--- config.mk ---
export PLATFORM = sky130hd
export DESIGN_NAME = hbha_arbiter
export DESIGN_NICKNAME = d
export VERILOG_FILES = /design/src/hw/hbha_pkg.sv /design/src/hw/hbha_sync.sv /design/src/hw/hbha_irq_det.sv /design/src/hw/hbha_arbiter.sv
export SDC_FILE = /design/constraint.sdc
export NUM_CORES = 1
export LEC_CHECK = 0
export ABC_AREA = 0
export ABC_CLOCK_PERIOD_IN_PS = 2500
export BUFFER_PORTS_ARGS = -buffer_cell sky130_fd_sc_hd__buf_2
export CORE_MARGIN = 8
export CORE_UTILIZATION = 35
export DETAILED_ROUTE_END_ITERATION = 16
export RECOVER_POWER = 100
export SLEW_MARGIN = 0
export SYNTH_ARGS = -nofsm -noshare
export SYNTH_HDL_FRONTEND = slang
export SYNTH_SLANG_ARGS = --single-unit
export TNS_END_PERCENT = 30
--- constraint.sdc ---
create_clock -name i_sys_clk -period 2.5 [get_ports i_sys_clk]
set_input_delay 0.25 -clock i_sys_clk [delete_from_list [all_inputs] [get_ports i_sys_clk]]
set_output_delay 0.25 -clock i_sys_clk [all_outputs]
set_load 0.005 [all_outputs]
--- src/hw/hbha_pkg.sv ---
`default_nettype none

package hbha_pkg;

    // ****************************************
    // Pin group sizes and timer width
    // ****************************************
    localparam int unsigned BR_LINES    = 6;
    localparam int unsigned ID_W        = 3;
    localparam int unsigned IRQ_LINES   = 3;
    localparam int unsigned FLAG_LINES  = 4;
    localparam int unsigned TIMER_W     = 32;

    // ****************************************
    // Strap values and reset values
    // ****************************************
    localparam logic [2:0] ID_SINGLE    = 3'h0;
    localparam logic [5:0] BR_ONE_HOT_1 = 6'h01;
    localparam logic [5:0] BR_ALL_IDLE  = 6'h3F;

    // ****************************************
    // Timing counts
    // ****************************************
    localparam int unsigned EXPIRE_CYCLES = 4;
    localparam logic [2:0]  EXPIRE_LEN    = 3'(EXPIRE_CYCLES);

    // Host handover sequence
    typedef enum logic [2:0] {
        HB_IDLE    = 3'b001,
        HB_RELEASE = 3'b010,
        HB_GRANT   = 3'b100
    } hbha_host_state_e;

endpackage : hbha_pkg

`default_nettype wire

--- src/hw/hbha_sync.sv ---
`default_nettype none

module hbha_sync #(
    parameter int unsigned WIDTH     = 1,
    parameter logic [WIDTH-1:0] INIT = '0
) (
    input  wire logic             i_sys_clk,  // System clock
    input  wire logic             i_arst_n,   // Async reset, active low
    input  wire logic             i_clk_en,   // Clock enable
    input  wire logic [WIDTH-1:0] i_async,    // Pin level
    output logic      [WIDTH-1:0] o_sync      // Synchronised level
);

    logic [WIDTH-1:0] meta_reg;

    // ****************************************
    // Two-stage synchroniser
    // ****************************************
    // First stage feeds only the second stage
    always_ff @(posedge i_sys_clk or negedge i_arst_n) begin
        if (!i_arst_n) begin
            meta_reg <= INIT;
            o_sync   <= INIT;
        end else if (i_clk_en) begin
            meta_reg <= i_async;
            o_sync   <= meta_reg;
        end
    end

endmodule : hbha_sync

`default_nettype wire

--- src/hw/hbha_irq_det.sv ---
`default_nettype none

module hbha_irq_det #(
    parameter int unsigned WIDTH = 3
) (
    input  wire logic             i_sys_clk,    // System clock
    input  wire logic             i_arst_n,     // Async reset, active low
    input  wire logic             i_clk_en,     // Clock enable
    input  wire logic [WIDTH-1:0] i_irq_n,      // Synced request, active low
    input  wire logic [WIDTH-1:0] i_edge_mode,  // 1 edge, 0 level
    input  wire logic [WIDTH-1:0] i_clear,      // Clear pending pulse
    output logic      [WIDTH-1:0] o_pending     // Pending requests
);

    logic [WIDTH-1:0] prev_reg;
    logic [WIDTH-1:0] set_edge;
    logic [WIDTH-1:0] pending_next;

    // Falling edge or low level per line
    always_comb begin
        set_edge     = prev_reg & ~i_irq_n;
        pending_next = (o_pending & ~i_clear)
                     | (i_edge_mode & set_edge);
        pending_next = (pending_next & i_edge_mode)
                     | (~i_edge_mode & ~i_irq_n);
    end

    // ****************************************
    // Pending state, set wins over clear
    // ****************************************
    always_ff @(posedge i_sys_clk or negedge i_arst_n) begin
        if (!i_arst_n) begin
            prev_reg  <= '1;
            o_pending <= '0;
        end else if (i_clk_en) begin
            prev_reg  <= i_irq_n;
            o_pending <= pending_next;
        end
    end

endmodule : hbha_irq_det

`default_nettype wire

--- src/hw/hbha_arbiter.sv ---
`default_nettype none

module hbha_arbiter #(
    parameter int unsigned TW = 32
) (
    input  wire logic                       i_sys_clk,     // 40 MHz clock
    input  wire logic                       i_arst_n,      // Async reset
    input  wire logic                       i_clk_en,      // Clock enable
    // Bus float and core access
    input  wire logic                       i_bus_float_request_n, // Pin
    input  wire logic                       i_core_bus_want, // Core wants bus
    input  wire logic                       i_core_ext_req,  // Core access
    output logic                            o_core_stall,    // Halt access
    output logic                            o_ext_bus_oe,    // Drive bus
    output logic                            o_bus_master,    // Own the bus
    // Host handover
    input  wire logic                       i_host_bus_request_n, // Pin
    input  wire logic                       i_host_bus_grant_n,   // Pin in
    output logic                            o_host_bus_grant_n,   // Pin out
    output logic                            o_host_bus_grant_oe,  // Pin oe
    output logic                            o_host_owns_bus, // Host has bus
    // Host wait line
    input  wire logic                       i_chip_select_n,   // Pin
    input  wire logic                       i_host_access_busy, // Need wait
    input  wire logic                       i_wait_line_drive_mode, // 1 act
    output logic                            o_host_wait_line,    // Pin out
    output logic                            o_host_wait_line_oe, // Pin oe
    // Multiprocessor requests
    input  wire logic [hbha_pkg::ID_W-1:0]  i_processor_number_strap, // Pin
    input  wire logic [hbha_pkg::BR_LINES-1:0] i_multiproc_bus_request_n,
    output logic [hbha_pkg::BR_LINES-1:0]   o_multiproc_bus_request_n,
    output logic [hbha_pkg::BR_LINES-1:0]   o_multiproc_bus_request_oe,
    // External transfer request and grant
    input  wire logic                       i_ext_transfer_request_a, // Pin
    input  wire logic                       i_ext_transfer_request_b, // Pin
    input  wire logic                       i_dma_ch7_grant,  // From DMA
    input  wire logic                       i_dma_ch8_grant,  // From DMA
    output logic                            o_dma_ch7_request, // To DMA
    output logic                            o_dma_ch8_request, // To DMA
    output logic                            o_ext_transfer_grant_a, // Pin
    output logic                            o_ext_transfer_grant_a_oe,
    output logic                            o_ext_transfer_grant_b, // Pin
    output logic                            o_ext_transfer_grant_b_oe,
    // Interrupts
    input  wire logic [hbha_pkg::IRQ_LINES-1:0] i_irq_n,       // Pins
    input  wire logic [hbha_pkg::IRQ_LINES-1:0] i_irq_edge_mode, // 1 edge
    input  wire logic [hbha_pkg::IRQ_LINES-1:0] i_irq_clear,   // Clear
    output logic [hbha_pkg::IRQ_LINES-1:0]  o_irq_pending,     // Pending
    // Flags
    input  wire logic [hbha_pkg::FLAG_LINES-1:0] i_flag_pin,   // Pin in
    input  wire logic [hbha_pkg::FLAG_LINES-1:0] i_flag_dir_out, // 1 out
    input  wire logic [hbha_pkg::FLAG_LINES-1:0] i_flag_set_value,
    output logic [hbha_pkg::FLAG_LINES-1:0] o_flag_pin,        // Pin out
    output logic [hbha_pkg::FLAG_LINES-1:0] o_flag_pin_oe,     // Pin oe
    output logic [hbha_pkg::FLAG_LINES-1:0] o_flag_level,      // Condition
    // Timer
    input  wire logic                       i_timer_enable,  // Run timer
    input  wire logic [TW-1:0]              i_timer_period,  // Reload
    output logic [TW-1:0]                   o_timer_count_value, // Count
    output logic                            o_timer_expired_out  // Expiry
);

    import hbha_pkg::*;

    // ****************************************
    // Synchronised pins
    // ****************************************
    logic                  float_n_s;
    logic                  hbr_n_s;
    logic                  hbg_n_s;
    logic                  cs_n_s;
    logic                  dmar_a_s;
    logic                  dmar_b_s;
    logic [ID_W-1:0]       strap_s;
    logic [BR_LINES-1:0]   br_n_s;
    logic [IRQ_LINES-1:0]  irq_n_s;
    logic [FLAG_LINES-1:0] flag_s;

    hbha_sync #(.WIDTH(5), .INIT(5'h1F)) u_sync_ctl (
        .i_sys_clk (i_sys_clk),
        .i_arst_n  (i_arst_n),
        .i_clk_en  (i_clk_en),
        .i_async   ({i_bus_float_request_n, i_host_bus_request_n,
                     i_host_bus_grant_n, i_chip_select_n,
                     i_ext_transfer_request_a}),
        .o_sync    ({float_n_s, hbr_n_s, hbg_n_s, cs_n_s, dmar_a_s})
    );

    hbha_sync #(.WIDTH(1), .INIT(1'h1)) u_sync_dmab (
        .i_sys_clk (i_sys_clk),
        .i_arst_n  (i_arst_n),
        .i_clk_en  (i_clk_en),
        .i_async   (i_ext_transfer_request_b),
        .o_sync    (dmar_b_s)
    );

    hbha_sync #(.WIDTH(ID_W), .INIT(ID_SINGLE)) u_sync_strap (
        .i_sys_clk (i_sys_clk),
        .i_arst_n  (i_arst_n),
        .i_clk_en  (i_clk_en),
        .i_async   (i_processor_number_strap),
        .o_sync    (strap_s)
    );

    hbha_sync #(.WIDTH(BR_LINES), .INIT(BR_ALL_IDLE)) u_sync_br (
        .i_sys_clk (i_sys_clk),
        .i_arst_n  (i_arst_n),
        .i_clk_en  (i_clk_en),
        .i_async   (i_multiproc_bus_request_n),
        .o_sync    (br_n_s)
    );

    hbha_sync #(.WIDTH(IRQ_LINES), .INIT('1)) u_sync_irq (
        .i_sys_clk (i_sys_clk),
        .i_arst_n  (i_arst_n),
        .i_clk_en  (i_clk_en),
        .i_async   (i_irq_n),
        .o_sync    (irq_n_s)
    );

    hbha_sync #(.WIDTH(FLAG_LINES), .INIT('0)) u_sync_flag (
        .i_sys_clk (i_sys_clk),
        .i_arst_n  (i_arst_n),
        .i_clk_en  (i_clk_en),
        .i_async   (i_flag_pin),
        .o_sync    (flag_s)
    );

    // ****************************************
    // Identity strap capture
    // ****************************************
    logic            strap_loaded;
    logic [1:0]      strap_wait_reg;
    logic [ID_W-1:0] strap_reg;

    // Synchroniser holds its reset value for two edges, so wait it out
    assign strap_loaded = &strap_wait_reg;

    // Caught once after reset release, then frozen
    always_ff @(posedge i_sys_clk or negedge i_arst_n) begin
        if (!i_arst_n) begin
            strap_wait_reg <= 2'h0;
            strap_reg      <= ID_SINGLE;
        end else if (i_clk_en && !strap_loaded) begin
            strap_wait_reg <= strap_wait_reg + 2'h1;
            strap_reg      <= strap_s;
        end
    end

    // ****************************************
    // Multiprocessor arbitration
    // ****************************************
    logic                single_proc;
    logic [BR_LINES-1:0] own_mask;
    logic                lower_active;
    logic                host_wants;
    logic                master_next;
    logic                master_reg;
    hbha_host_state_e    host_state_reg;
    hbha_host_state_e    host_state_next;

    // Own line from strap, priority to lower lines
    always_comb begin
        single_proc  = (strap_reg == ID_SINGLE);
        own_mask     = single_proc ? '0
                     : BR_LINES'(BR_ONE_HOT_1 << (strap_reg - 3'h1));
        lower_active = |(~br_n_s & ~own_mask
                         & (own_mask - BR_ONE_HOT_1));
        host_wants   = !hbr_n_s || !hbg_n_s;
        if (!strap_loaded) begin
            master_next = 1'b0;
        end else if (single_proc) begin
            master_next = 1'b1;
        end else if (master_reg) begin
            master_next = i_core_bus_want
                       || (host_state_reg != HB_IDLE);
        end else begin
            master_next = i_core_bus_want
                       && |(own_mask & ~o_multiproc_bus_request_n)
                       && !lower_active
                       && !host_wants;
        end
    end

    // Own request line only, others left floating
    always_ff @(posedge i_sys_clk or negedge i_arst_n) begin
        if (!i_arst_n) begin
            master_reg                 <= 1'b0;
            o_bus_master               <= 1'b0;
            o_multiproc_bus_request_n  <= BR_ALL_IDLE;
            o_multiproc_bus_request_oe <= '0;
        end else if (i_clk_en) begin
            master_reg                 <= master_next;
            o_bus_master               <= master_next;
            o_multiproc_bus_request_n  <=
                ~(own_mask & {BR_LINES{i_core_bus_want}});
            o_multiproc_bus_request_oe <= own_mask;
        end
    end

    // ****************************************
    // Host handover sequence
    // ****************************************
    // Float bus first, grant next, hold till release
    always_comb begin
        case (host_state_reg)
            HB_IDLE: begin
                host_state_next = (master_reg && !hbr_n_s)
                                ? HB_RELEASE : HB_IDLE;
            end
            HB_RELEASE: begin
                host_state_next = hbr_n_s ? HB_IDLE : HB_GRANT;
            end
            HB_GRANT: begin
                host_state_next = hbr_n_s ? HB_IDLE : HB_GRANT;
            end
            default: begin
                host_state_next = HB_IDLE;
            end
        endcase
    end

    always_ff @(posedge i_sys_clk or negedge i_arst_n) begin
        if (!i_arst_n) begin
            host_state_reg      <= HB_IDLE;
            o_host_bus_grant_n  <= 1'b1;
            o_host_bus_grant_oe <= 1'b0;
            o_host_owns_bus     <= 1'b0;
        end else if (i_clk_en) begin
            host_state_reg      <= host_state_next;
            o_host_bus_grant_n  <= (host_state_next != HB_GRANT);
            o_host_bus_grant_oe <= master_next;
            o_host_owns_bus     <= (host_state_next == HB_GRANT)
                                || (!master_next && !hbg_n_s);
        end
    end

    // ****************************************
    // Bus drive and core stall
    // ****************************************
    logic bus_oe_next;

    assign bus_oe_next = master_next && (host_state_next == HB_IDLE)
                      && float_n_s;

    always_ff @(posedge i_sys_clk or negedge i_arst_n) begin
        if (!i_arst_n) begin
            o_ext_bus_oe <= 1'b0;
            o_core_stall <= 1'b0;
        end else if (i_clk_en) begin
            o_ext_bus_oe <= bus_oe_next;
            o_core_stall <= i_core_ext_req && !bus_oe_next;
        end
    end

    // ****************************************
    // Host wait line
    // ****************************************
    logic wait_drive;

    assign wait_drive = !cs_n_s && !hbr_n_s;

    // Open drain pulls low only, active mode drives both
    always_ff @(posedge i_sys_clk or negedge i_arst_n) begin
        if (!i_arst_n) begin
            o_host_wait_line    <= 1'b0;
            o_host_wait_line_oe <= 1'b0;
        end else if (i_clk_en) begin
            if (i_wait_line_drive_mode) begin
                o_host_wait_line    <= !i_host_access_busy;
                o_host_wait_line_oe <= wait_drive;
            end else begin
                o_host_wait_line    <= 1'b0;
                o_host_wait_line_oe <= wait_drive
                                    && i_host_access_busy;
            end
        end
    end

    // ****************************************
    // External transfer request and grant
    // ****************************************
    always_ff @(posedge i_sys_clk or negedge i_arst_n) begin
        if (!i_arst_n) begin
            o_dma_ch7_request         <= 1'b0;
            o_dma_ch8_request         <= 1'b0;
            o_ext_transfer_grant_a    <= 1'b1;
            o_ext_transfer_grant_a_oe <= 1'b0;
            o_ext_transfer_grant_b    <= 1'b1;
            o_ext_transfer_grant_b_oe <= 1'b0;
        end else if (i_clk_en) begin
            o_dma_ch7_request         <= !dmar_a_s;
            o_dma_ch8_request         <= !dmar_b_s;
            o_ext_transfer_grant_a    <= !i_dma_ch7_grant;
            o_ext_transfer_grant_a_oe <= i_dma_ch7_grant;
            o_ext_transfer_grant_b    <= !i_dma_ch8_grant;
            o_ext_transfer_grant_b_oe <= i_dma_ch8_grant;
        end
    end

    // ****************************************
    // Interrupt detection
    // ****************************************
    hbha_irq_det #(.WIDTH(IRQ_LINES)) u_irq (
        .i_sys_clk   (i_sys_clk),
        .i_arst_n    (i_arst_n),
        .i_clk_en    (i_clk_en),
        .i_irq_n     (irq_n_s),
        .i_edge_mode (i_irq_edge_mode),
        .i_clear     (i_irq_clear),
        .o_pending   (o_irq_pending)
    );

    // ****************************************
    // Flag pins
    // ****************************************
    always_ff @(posedge i_sys_clk or negedge i_arst_n) begin
        if (!i_arst_n) begin
            o_flag_pin    <= '0;
            o_flag_pin_oe <= '0;
            o_flag_level  <= '0;
        end else if (i_clk_en) begin
            o_flag_pin    <= i_flag_set_value;
            o_flag_pin_oe <= i_flag_dir_out;
            o_flag_level  <= (flag_s & ~i_flag_dir_out)
                          | (i_flag_set_value & i_flag_dir_out);
        end
    end

    // ****************************************
    // Timer and expiry pulse
    // ****************************************
    logic [2:0] expire_cnt_reg;

    // Reload at zero, expiry pulse lasts four cycles
    always_ff @(posedge i_sys_clk or negedge i_arst_n) begin
        if (!i_arst_n) begin
            o_timer_count_value <= '0;
            expire_cnt_reg      <= 3'h0;
            o_timer_expired_out <= 1'b0;
        end else if (i_clk_en) begin
            if (!i_timer_enable) begin
                o_timer_count_value <= i_timer_period;
            end else if (o_timer_count_value == '0) begin
                o_timer_count_value <= i_timer_period;
            end else begin
                o_timer_count_value <= o_timer_count_value - 1'b1;
            end
            if (i_timer_enable
                && o_timer_count_value == TW'(1)) begin
                expire_cnt_reg      <= EXPIRE_LEN;
                o_timer_expired_out <= 1'b1;
            end else if (expire_cnt_reg > 3'h1) begin
                expire_cnt_reg      <= expire_cnt_reg - 3'h1;
                o_timer_expired_out <= 1'b1;
            end else begin
                expire_cnt_reg      <= 3'h0;
                o_timer_expired_out <= 1'b0;
            end
        end
    end

endmodule : hbha_arbiter

`default_nettype wire

Word level (Yosys, flattened, before mapping)

Cells that the tools add are included.

Logic and storage cells: 124
Bits of input ports: 78
Output and inout port bits: 74
Register bits after elaboration: 131

$add $sub $neg: 5
Reductions and logical operators: 34
Mux-type cells: 15
Bitwise operators: 22
$lt $le $gt $ge: 1
Equality and inequality tests: 8
Shift-type cells: 1

Operator list:

| operator                | count |
|---|---|
| $mux W32                | 2 |
| $eq A32 B1 Y1 const B   | 1 |
| $logic_not A32 Y1       | 1 |
| $sub A32 B1 Y32 const B | 1 |
| $and A6 B6 Y6           | 4 |
| $not A6 Y6              | 4 |
| $and A3 B3 Y3           | 5 |
| $logic_not A1 Y1        | 13 |
| $logic_and A1 B1 Y1     | 12 |
| $reduce_or A6 Y1        | 2 |
| $mux W3                 | 3 |
| $not A3 Y3              | 3 |
| $and A4 B4 Y4           | 2 |
| $mux W1                 | 7 |
| $eq A3 B1 Y1 const B    | 2 |
| $eq A3 B3 Y1 const B    | 2 |
| $mux W6                 | 1 |
| $or A3 B3 Y3            | 2 |
| $pmux W3 S2             | 1 |
| $shl A1 B3 Y6 const A   | 1 |
| $sub A3 B1 Y3 const B   | 2 |
| $sub A6 B1 Y6 const B   | 1 |
| $not A4 Y4              | 1 |
| $or A4 B4 Y4            | 1 |
| other kinds (10)        | 12 |

Depth between registers and ports, before layout

Gate-level depths: netlist of the first run.

Word-level depth: 17
Mapped depth: 9
Mapped depth without buffers: 8

By module

Synthesis of the first run repeated with hierarchy kept, for this count alone.

Cells, all modules: 567
Area total of the unflattened synthesis: 6575.1 um2

Modules (own cells, without submodules):

| module                    | area an instance (um2) | seq. area each (um2) | cells an instance | instances |
|---|---|---|---|---|
| hbha_arbiter              | 4426.7                 | 2039.5               | 449               | 1 |
| hbha_sync at u_sync_br    | 499.2                  | 315.3                | 25                | 1 |
| hbha_sync at u_sync_ctl   | 424.2                  | 262.8                | 21                | 1 |
| hbha_sync at u_sync_flag  | 331.6                  | 200.2                | 17                | 1 |
| hbha_irq_det              | 307.8                  | 153.9                | 25                | 1 |
| hbha_sync at u_sync_irq   | 259.0                  | 157.7                | 13                | 1 |
| hbha_sync at u_sync_strap | 251.5                  | 150.1                | 13                | 1 |
| hbha_sync at u_sync_dmab  | 75.1                   | 52.6                 | 4                 | 1 |

Worst setup path before layout of the first run

No wires, ideal clock.

Kind: reg2reg
From: reg o_timer_count_value[3]
To: reg o_timer_count_value[17]
Path buffers: 1
Data required time: 2.358 ns
Stages on the path, launching flop included: 7
Clock period less this slack: 2.281 ns
Arrival: 2.139 ns
Setup time: 0.142 ns
Path slack: 0.219 ns
Cell sequence: dfrtp_1 > or4_1 > buf_2 > or4_4 > or4_1 > mux2i_1 > a22oi_1

Longest elaborated chain between the ends: 3
Elaborated cells between the ends (all ways): 4
Those cells by class: 1 x add/sub; 2 x mux; 1 x reduce/logical

RTL lines:

| element                                              | RTL line                                 | RTL |
|---|---|---|
| start, declared                                      | hbha_arbiter.sv:59                       | `output logic [TW-1:0] o_timer_count_value,` |
| start signal, assigned                               | hbha_arbiter.sv:343                      | `o_timer_count_value <= i_timer_period;` |
| start signal, assigned                               | hbha_arbiter.sv:345                      | `o_timer_count_value <= i_timer_period;` |
| start signal, assigned                               | hbha_arbiter.sv:347                      | `o_timer_count_value <= o_timer_count_value - 1'b1;` |
| $sub A32 B1 Y32 or $logic_not A32 Y1 (tied branches) | hbha_arbiter.sv:347, hbha_arbiter.sv:344 |  |
| $mux W32 *                                           | hbha_arbiter.sv:344                      | `end else if (o_timer_count_value == '0) begin` |
| $mux W32 *                                           | hbha_arbiter.sv:342                      | `if (!i_timer_enable) begin` |

Every way passes the cells marked *; elsewhere a longest branch is shown, timed or not.
A chain may end at the register's enable or synchronous reset.

Final worst setup path of the first run

From: reg o_timer_count_value[11]
To: reg o_timer_count_value[10]

Longest elaborated chain between the ends: 3

RTL lines:

| element           | RTL line |
|---|---|
| $logic_not A32 Y1 | hbha_arbiter.sv:344 |
| $mux W32          | hbha_arbiter.sv:344 |
| $mux W32          | hbha_arbiter.sv:342 |

Every way passes these cells.

==> results_dict.tcl, run 1 <==
set metrics [dict create \
    worstHoldStart "i_processor_number_strap[1]" \
    ys_seq_area_share_pct 51.4 \
    grt_pass1_wl_um 29800 \
    synth_area_leader_cell "dfrtp_1" \
    core_um2 18100 \
    fmax_mhz 418 \
    fin_skew_ps 8.30 \
    drt_wl_total_um 18400 \
    status "finished, violations left" \
    leakage_nw 3.45 \
    critPathRequiredTime_ps 2830 \
    clkSlewWorstSetupHoldPaths_ps 60 \
    grt_overflow 0 \
    num_rows 49 \
    hpwl_um 13700 \
    yosysWarnings 0 \
    r2r_end "o_timer_count_value[10]" \
    post-cts-setup-buffers 0 \
    max_slew_margin_pct 0.980 \
    hold_viol_final 0 \
    synthArstFlopShare_pct 100 \
    rsz0062_at_grt "no" \
    worst-r2r-cell-count 7 \
    peakVddDrop_v 0.000515 \
    antennaDiodeCount 0 \
    die_x_um 152 \
    vias_per_cell 5.33 \
    grt_pass1_vias 5602 \
    fillCellCount 1735 \
    crit_path_start_kind "flip-flop" \
    hold_depth 2 \
    wl_per_cell_um 18.4 \
    grt_use_total_pct 16.0 \
    mostFrequentLayoutCell "buf_2" \
    cts_buffers 17 \
    place.gp.congestion 0.886 \
    synth_top_flop_cell "dfrtp_1" \
    layout_common_cells "95 x buf_2, 88 x dfrtp_1, 64 x clkbuf_1" \
    areaGrowthSynthToFinish_pct 25.5 \
    die-area_um2 23100 \
    clockBufferDepth 2 \
    post_cts_resized 0 \
    path_class "reg -> reg" \
    antenna_found_initial 0 \
    ant_nets 0 \
    syn_area_per_cell_um2 10.9 \
    regArea_um2 3330 \
    syn-num-nets 678 \
    totalPowerFinal_mw 6.78 \
    start_util_pct 35.8 \
    end_kind "flip-flop" \
    drc 0 \
    yosysTopAreaCellShare_pct 34.0 \
    drv_cap 1 \
    drive_above_1_share_pct 32.8 \
    synth_edf_count 0 \
    hold_ws_ps 53.5 \
    setup_viol 0 \
    finalCriticalPeriod_ps 2390 \
    violations "max-capacitance violations" \
    largest_reg_flops 32 \
    clock_latency_ps 420 \
    vias 5348 \
    cp_max_fo 10 \
    slew_viol_final 0 \
    htree_levels 4 \
    synthTopCellsByArea "dfrtp_1 34%, dfstp_2 17%, mux2_2 10%, mux2i_1 4.5%, nand2_1 2.1%" \
    grt_max_degree 70 \
    fin_nets 847 \
    hold_path_end "u_sync_strap.meta_reg[1]" \
    r2r-start "o_timer_count_value[11]" \
    worst_slew_pin_slew_ps 1490 \
    ios 152 \
    crit_arrival_ps 2720 \
    postSynthCellCount 593 \
    ff2ff_setup_slack_ps 110 \
    drtIter0Drc 260 \
    multiInputGateArea_um2 2840 \
    die_h_um 152 \
    p_per_area_nw_per_um2 834 \
    regMostFlops "o_timer_count_value" \
    cts.sinks 131 \
    hp-class "in -> reg" \
    ys_ff_latch 131 \
    clock-root-buffer "clkbuf_16" \
    fin_crit_sh_pct 95.6 \
    io_buffers 151 \
    setup_tns_ps 0 \
    yosysUniqueCellTypes 62 \
    tritoncts "built" \
    drt-pass1-iter-count 4 \
    synth_area_um2 6480 \
]
-- power breakdown --
group / leakage, nW / internal (mW) / total [mW] / switching (mW)
clock: 0.280 / 1.52 / 2.52 / 1.01
combinational: 1.68 / 0.660 / 1.40 / 0.738
sequential: 1.48 / 2.53 / 2.86 / 0.326
-- worst max path at each step --
| stage | slack, ps | to | cells after the start | from |
|---|---|---|---|---|
| 6_report | 110 | o_timer_count_value[10] | 7 | o_timer_count_value[11] |
| 5_1_grt | 30 | o_timer_count_value[21] | 6 | o_timer_count_value[7] |
| 4_1_cts | 140 | o_timer_count_value[17] | 5 | o_timer_count_value[11] |
| 3_5_place_dp | 150 | o_timer_count_value[17] | 5 | o_timer_count_value[11] |
| 3_3_place_gp | 160 | o_timer_count_value[17] | 5 | o_timer_count_value[11] |
| 2_1_floorplan | 220 | o_timer_count_value[17] | 6 | o_timer_count_value[3] |
-- through the flow --
stage | util [%] | instance area, um^2 | setup slack, ps | std cells
after floorplan | - | 6480 | 219 | 593
after global placement | 42.3 | 7650 | 165 | 969
after detailed placement | 42.3 | 7650 | 150 | 969
after CTS | 45.8 | 8280 | 144 | 1004
after global routing | 45.0 | 8130 | 28.2 | 1004
final | 45.0 | 8130 | 110 | 1004
-- synth_stat cells, types with 3 or more instances --
library cell  count
dfrtp_1          88
mux2_2           60
dfstp_2          43
nand2_1          37
inv_1            34
mux2i_1          29
clkbuf_1         27
o21ai_0          26
nor2_1           23
nor3_1           22
a21oi_1          21
nor4_1           14
a22oi_1          13
o21ai_1          13
nand4_1          11
nand2b_1         10
a2bb2oi_1         9
nand3_1           8
and3_1            7
ha_1              7
a31oi_1           6
buf_2             6
o2bb2ai_1         5
or3_1             5
a32o_1            4
or4_1             4
a41oi_1           3
buf_6             3
nor2b_1           3
nor3b_1           3
o32ai_1           3
o41ai_1           3
or4_4             3
-- metal layers --
metal | share of wire, % | GRT usage, %
met4 | 1.4 | 5.62
met3 | 7.0 | 5.47
met5 | 0 | 0
met1 | 44 | 19.3
met2 | 47 | 26.2
-- critical path, cell delays in order (launching register included) --
cell,delay (ps)
dfrtp_1,410
nor4_1,310
buf_4,170
nand4_1,270
o31a_2,470
clkbuf_2,260
mux2i_1,180
a22oi_1,210
-- area by class of cell --
type | instances | area share, %
Clock inverter | 12 | 1.80
Multi-Input combinational cell | 390 | 35.0
Timing Repair Buffer | 188 | 11.7
Sequential cell | 131 | 41.0
Tap cell | 229 | 3.52
Clock buffer | 20 | 5.49
Inverter | 34 | 1.57
-- logic make-up (layout without fill, tap and decap cells) --
logic type	count (synthesis)	count (layout)	share of synthesized area [%]
simple gates	161	161	13.4
compound gates	131	131	13.9
flops	131	131	51.4
mux	89	89	14.9
buf+inv	72	254	4.69
fa+ha+maj	7	7	1.35
xor+xnor	2	2	0.270
-- repair_timing --
action                     4_1_cts  5_1_grt
hold buffers                     3        0
hold endpoints to repair        27        0
setup endpoints to repair        0        0
No activity file was read; power rests on OpenSTA's default activity.
==> run 2: changes to the inputs <==
- MAX_ROUTING_LAYER: unset -> met4
==> run 2 against run 1 <==
Against the previous run: the run now ends clean; core utilization grew 0.27 points; worst hold slack gained 13 ps; sequential power is essentially flat; register-to-register slack lost 30 ps; power grew 2.8%; critical path type unchanged; critical endpoint is now o_timer_count_value[17].
==> results_dict.tcl, run 2 (synthesized netlist as in run 1, its figures left out) <==
set metrics [dict create \
    clkSlewWorstSetupHoldPaths_ps 60 \
    grt_max_degree 70 \
    areaGrowthSynthToFinish_pct 26.3 \
    mostFrequentLayoutCell "buf_2" \
    ctsHoldBuffers 3 \
    worst_slew_pin_slew_ps 1430 \
    post_cts_resized 0 \
    vias_per_cell 5.37 \
    place.gp.congestion 0.899 \
    worstHoldStart "i_multiproc_bus_request_n[1]" \
    die_x_um 152 \
    antenna_found_initial 0 \
    finalCriticalPeriod_ps 2420 \
    ios 152 \
    crit_arrival_ps 2700 \
    regMostFlops "o_timer_count_value" \
    slew_viol_final 0 \
    io_buffers 151 \
    fin_crit_sh_pct 96.8 \
    antennaDiodeCount 0 \
    drv_cap 0 \
    setup_tns_ps 0 \
    end_kind "flip-flop" \
    die-area_um2 23100 \
    core_um2 18100 \
    hold_viol_final 0 \
    start_util_pct 35.8 \
    leakage_nw 3.46 \
    drt_wl_total_um 18600 \
    drt-pass1-iter-count 4 \
    critPathLaunch "o_timer_count_value[11]" \
    totalPowerFinal_mw 6.97 \
    htree_levels 4 \
    grt_overflow 0 \
    peakVddDrop_v 0.000507 \
    hpwl_um 13700 \
    hold_ws_ps 66.7 \
    fin_area_um2 8180 \
    cts.sinks 131 \
    drive_above_1_share_pct 31.7 \
    tritoncts "built" \
    hp-class "in -> reg" \
    max_slew_margin_pct 4.55 \
    die_h_um 152 \
    grt_pass1_vias 5662 \
    critPathRequiredTime_ps 2780 \
    drtIter0Drc 223 \
    grt_use_total_pct 16.7 \
    cts_buffers 17 \
    clock-root-buffer "clkbuf_16" \
    postLayoutCoreUtil_pct 45.2 \
    r2r-start "o_timer_count_value[11]" \
    p_per_area_nw_per_um2 853 \
    setup_ws_ps 79.3 \
    placed_cell_area_um2 7660 \
    drc 0 \
    status "finished clean" \
    rsz0062_at_grt "no" \
    fin_nets 848 \
    layoutNonFillerInstCount 1005 \
    ant_nets 0 \
    dp_slack_ps 159 \
    clockBufferDepth 2 \
    fmax_mhz 413 \
    fin_skew_ps 8.01 \
    vias 5392 \
    num_rows 49 \
    crit_path_start_kind "flip-flop" \
    layout_common_cells "92 x buf_2, 88 x dfrtp_1, 70 x clkbuf_1" \
    clock_latency_ps 410 \
    post-cts-setup-buffers 0 \
    placedCellCount 970 \
    setup_viol 0 \
    cp_max_fo 5 \
    path_class "reg -> reg" \
    grt_pass1_wl_um 30400 \
    wl_per_cell_um 18.5 \
    largest_reg_flops 32 \
]
## run 2: per-layer routing
| layer | GRT usage (%) | part of all wire, % | up-vias |
|---|---|---|---|
| met5 | - | 0 | - |
| li1 | - | - | 2529 |
| met4 | 5.24 | 1.5 | 0 |
| met2 | 26.0 | 47 | 192 |
| met1 | 20.8 | 45 | 2648 |
| met3 | 4.71 | 6.6 | 23 |
## run 2: path summary, 6_finish.rpt
kind	cells after the start	slack, ps	endpoint
max	5	80	o_timer_count_value[17]
min	2	70	u_sync_br.meta_reg[1]
max reg2reg	5	80	o_timer_count_value[17]
min reg2reg	2	490	o_dma_ch8_request
max in group asynchronous	3	580	o_timer_count_value[9]
min in group asynchronous	2	600	o_timer_count_value[27]
## run 2: cell type report
cell class / instances / area [um^2]
Sequential cell: 131 / 3330
Clock buffer: 22 / 474
Fill cell: 1727 / 9910
Multi-Input combinational cell: 390 / 2840
Timing Repair Buffer: 189 / 948
Clock inverter: 10 / 171
Inverter: 34 / 128
Tap cell: 229 / 287
## run 2: power by group
part | switching (mW) | total, mW | leakage (nW) | internal, mW
logic | 0.748 | 1.40 | 1.66 | 0.650
registers | 0.326 | 2.86 | 1.48 | 2.53
clock network | 0.954 | 2.72 | 0.312 | 1.76
## run 2: worst max-delay path, cell delays in order (launching register included)
cell and delay (ps):
dfrtp_1 420, or4_4 580, or4_1 620, or4_1 420, mux2i_1 150, a22oi_1 100
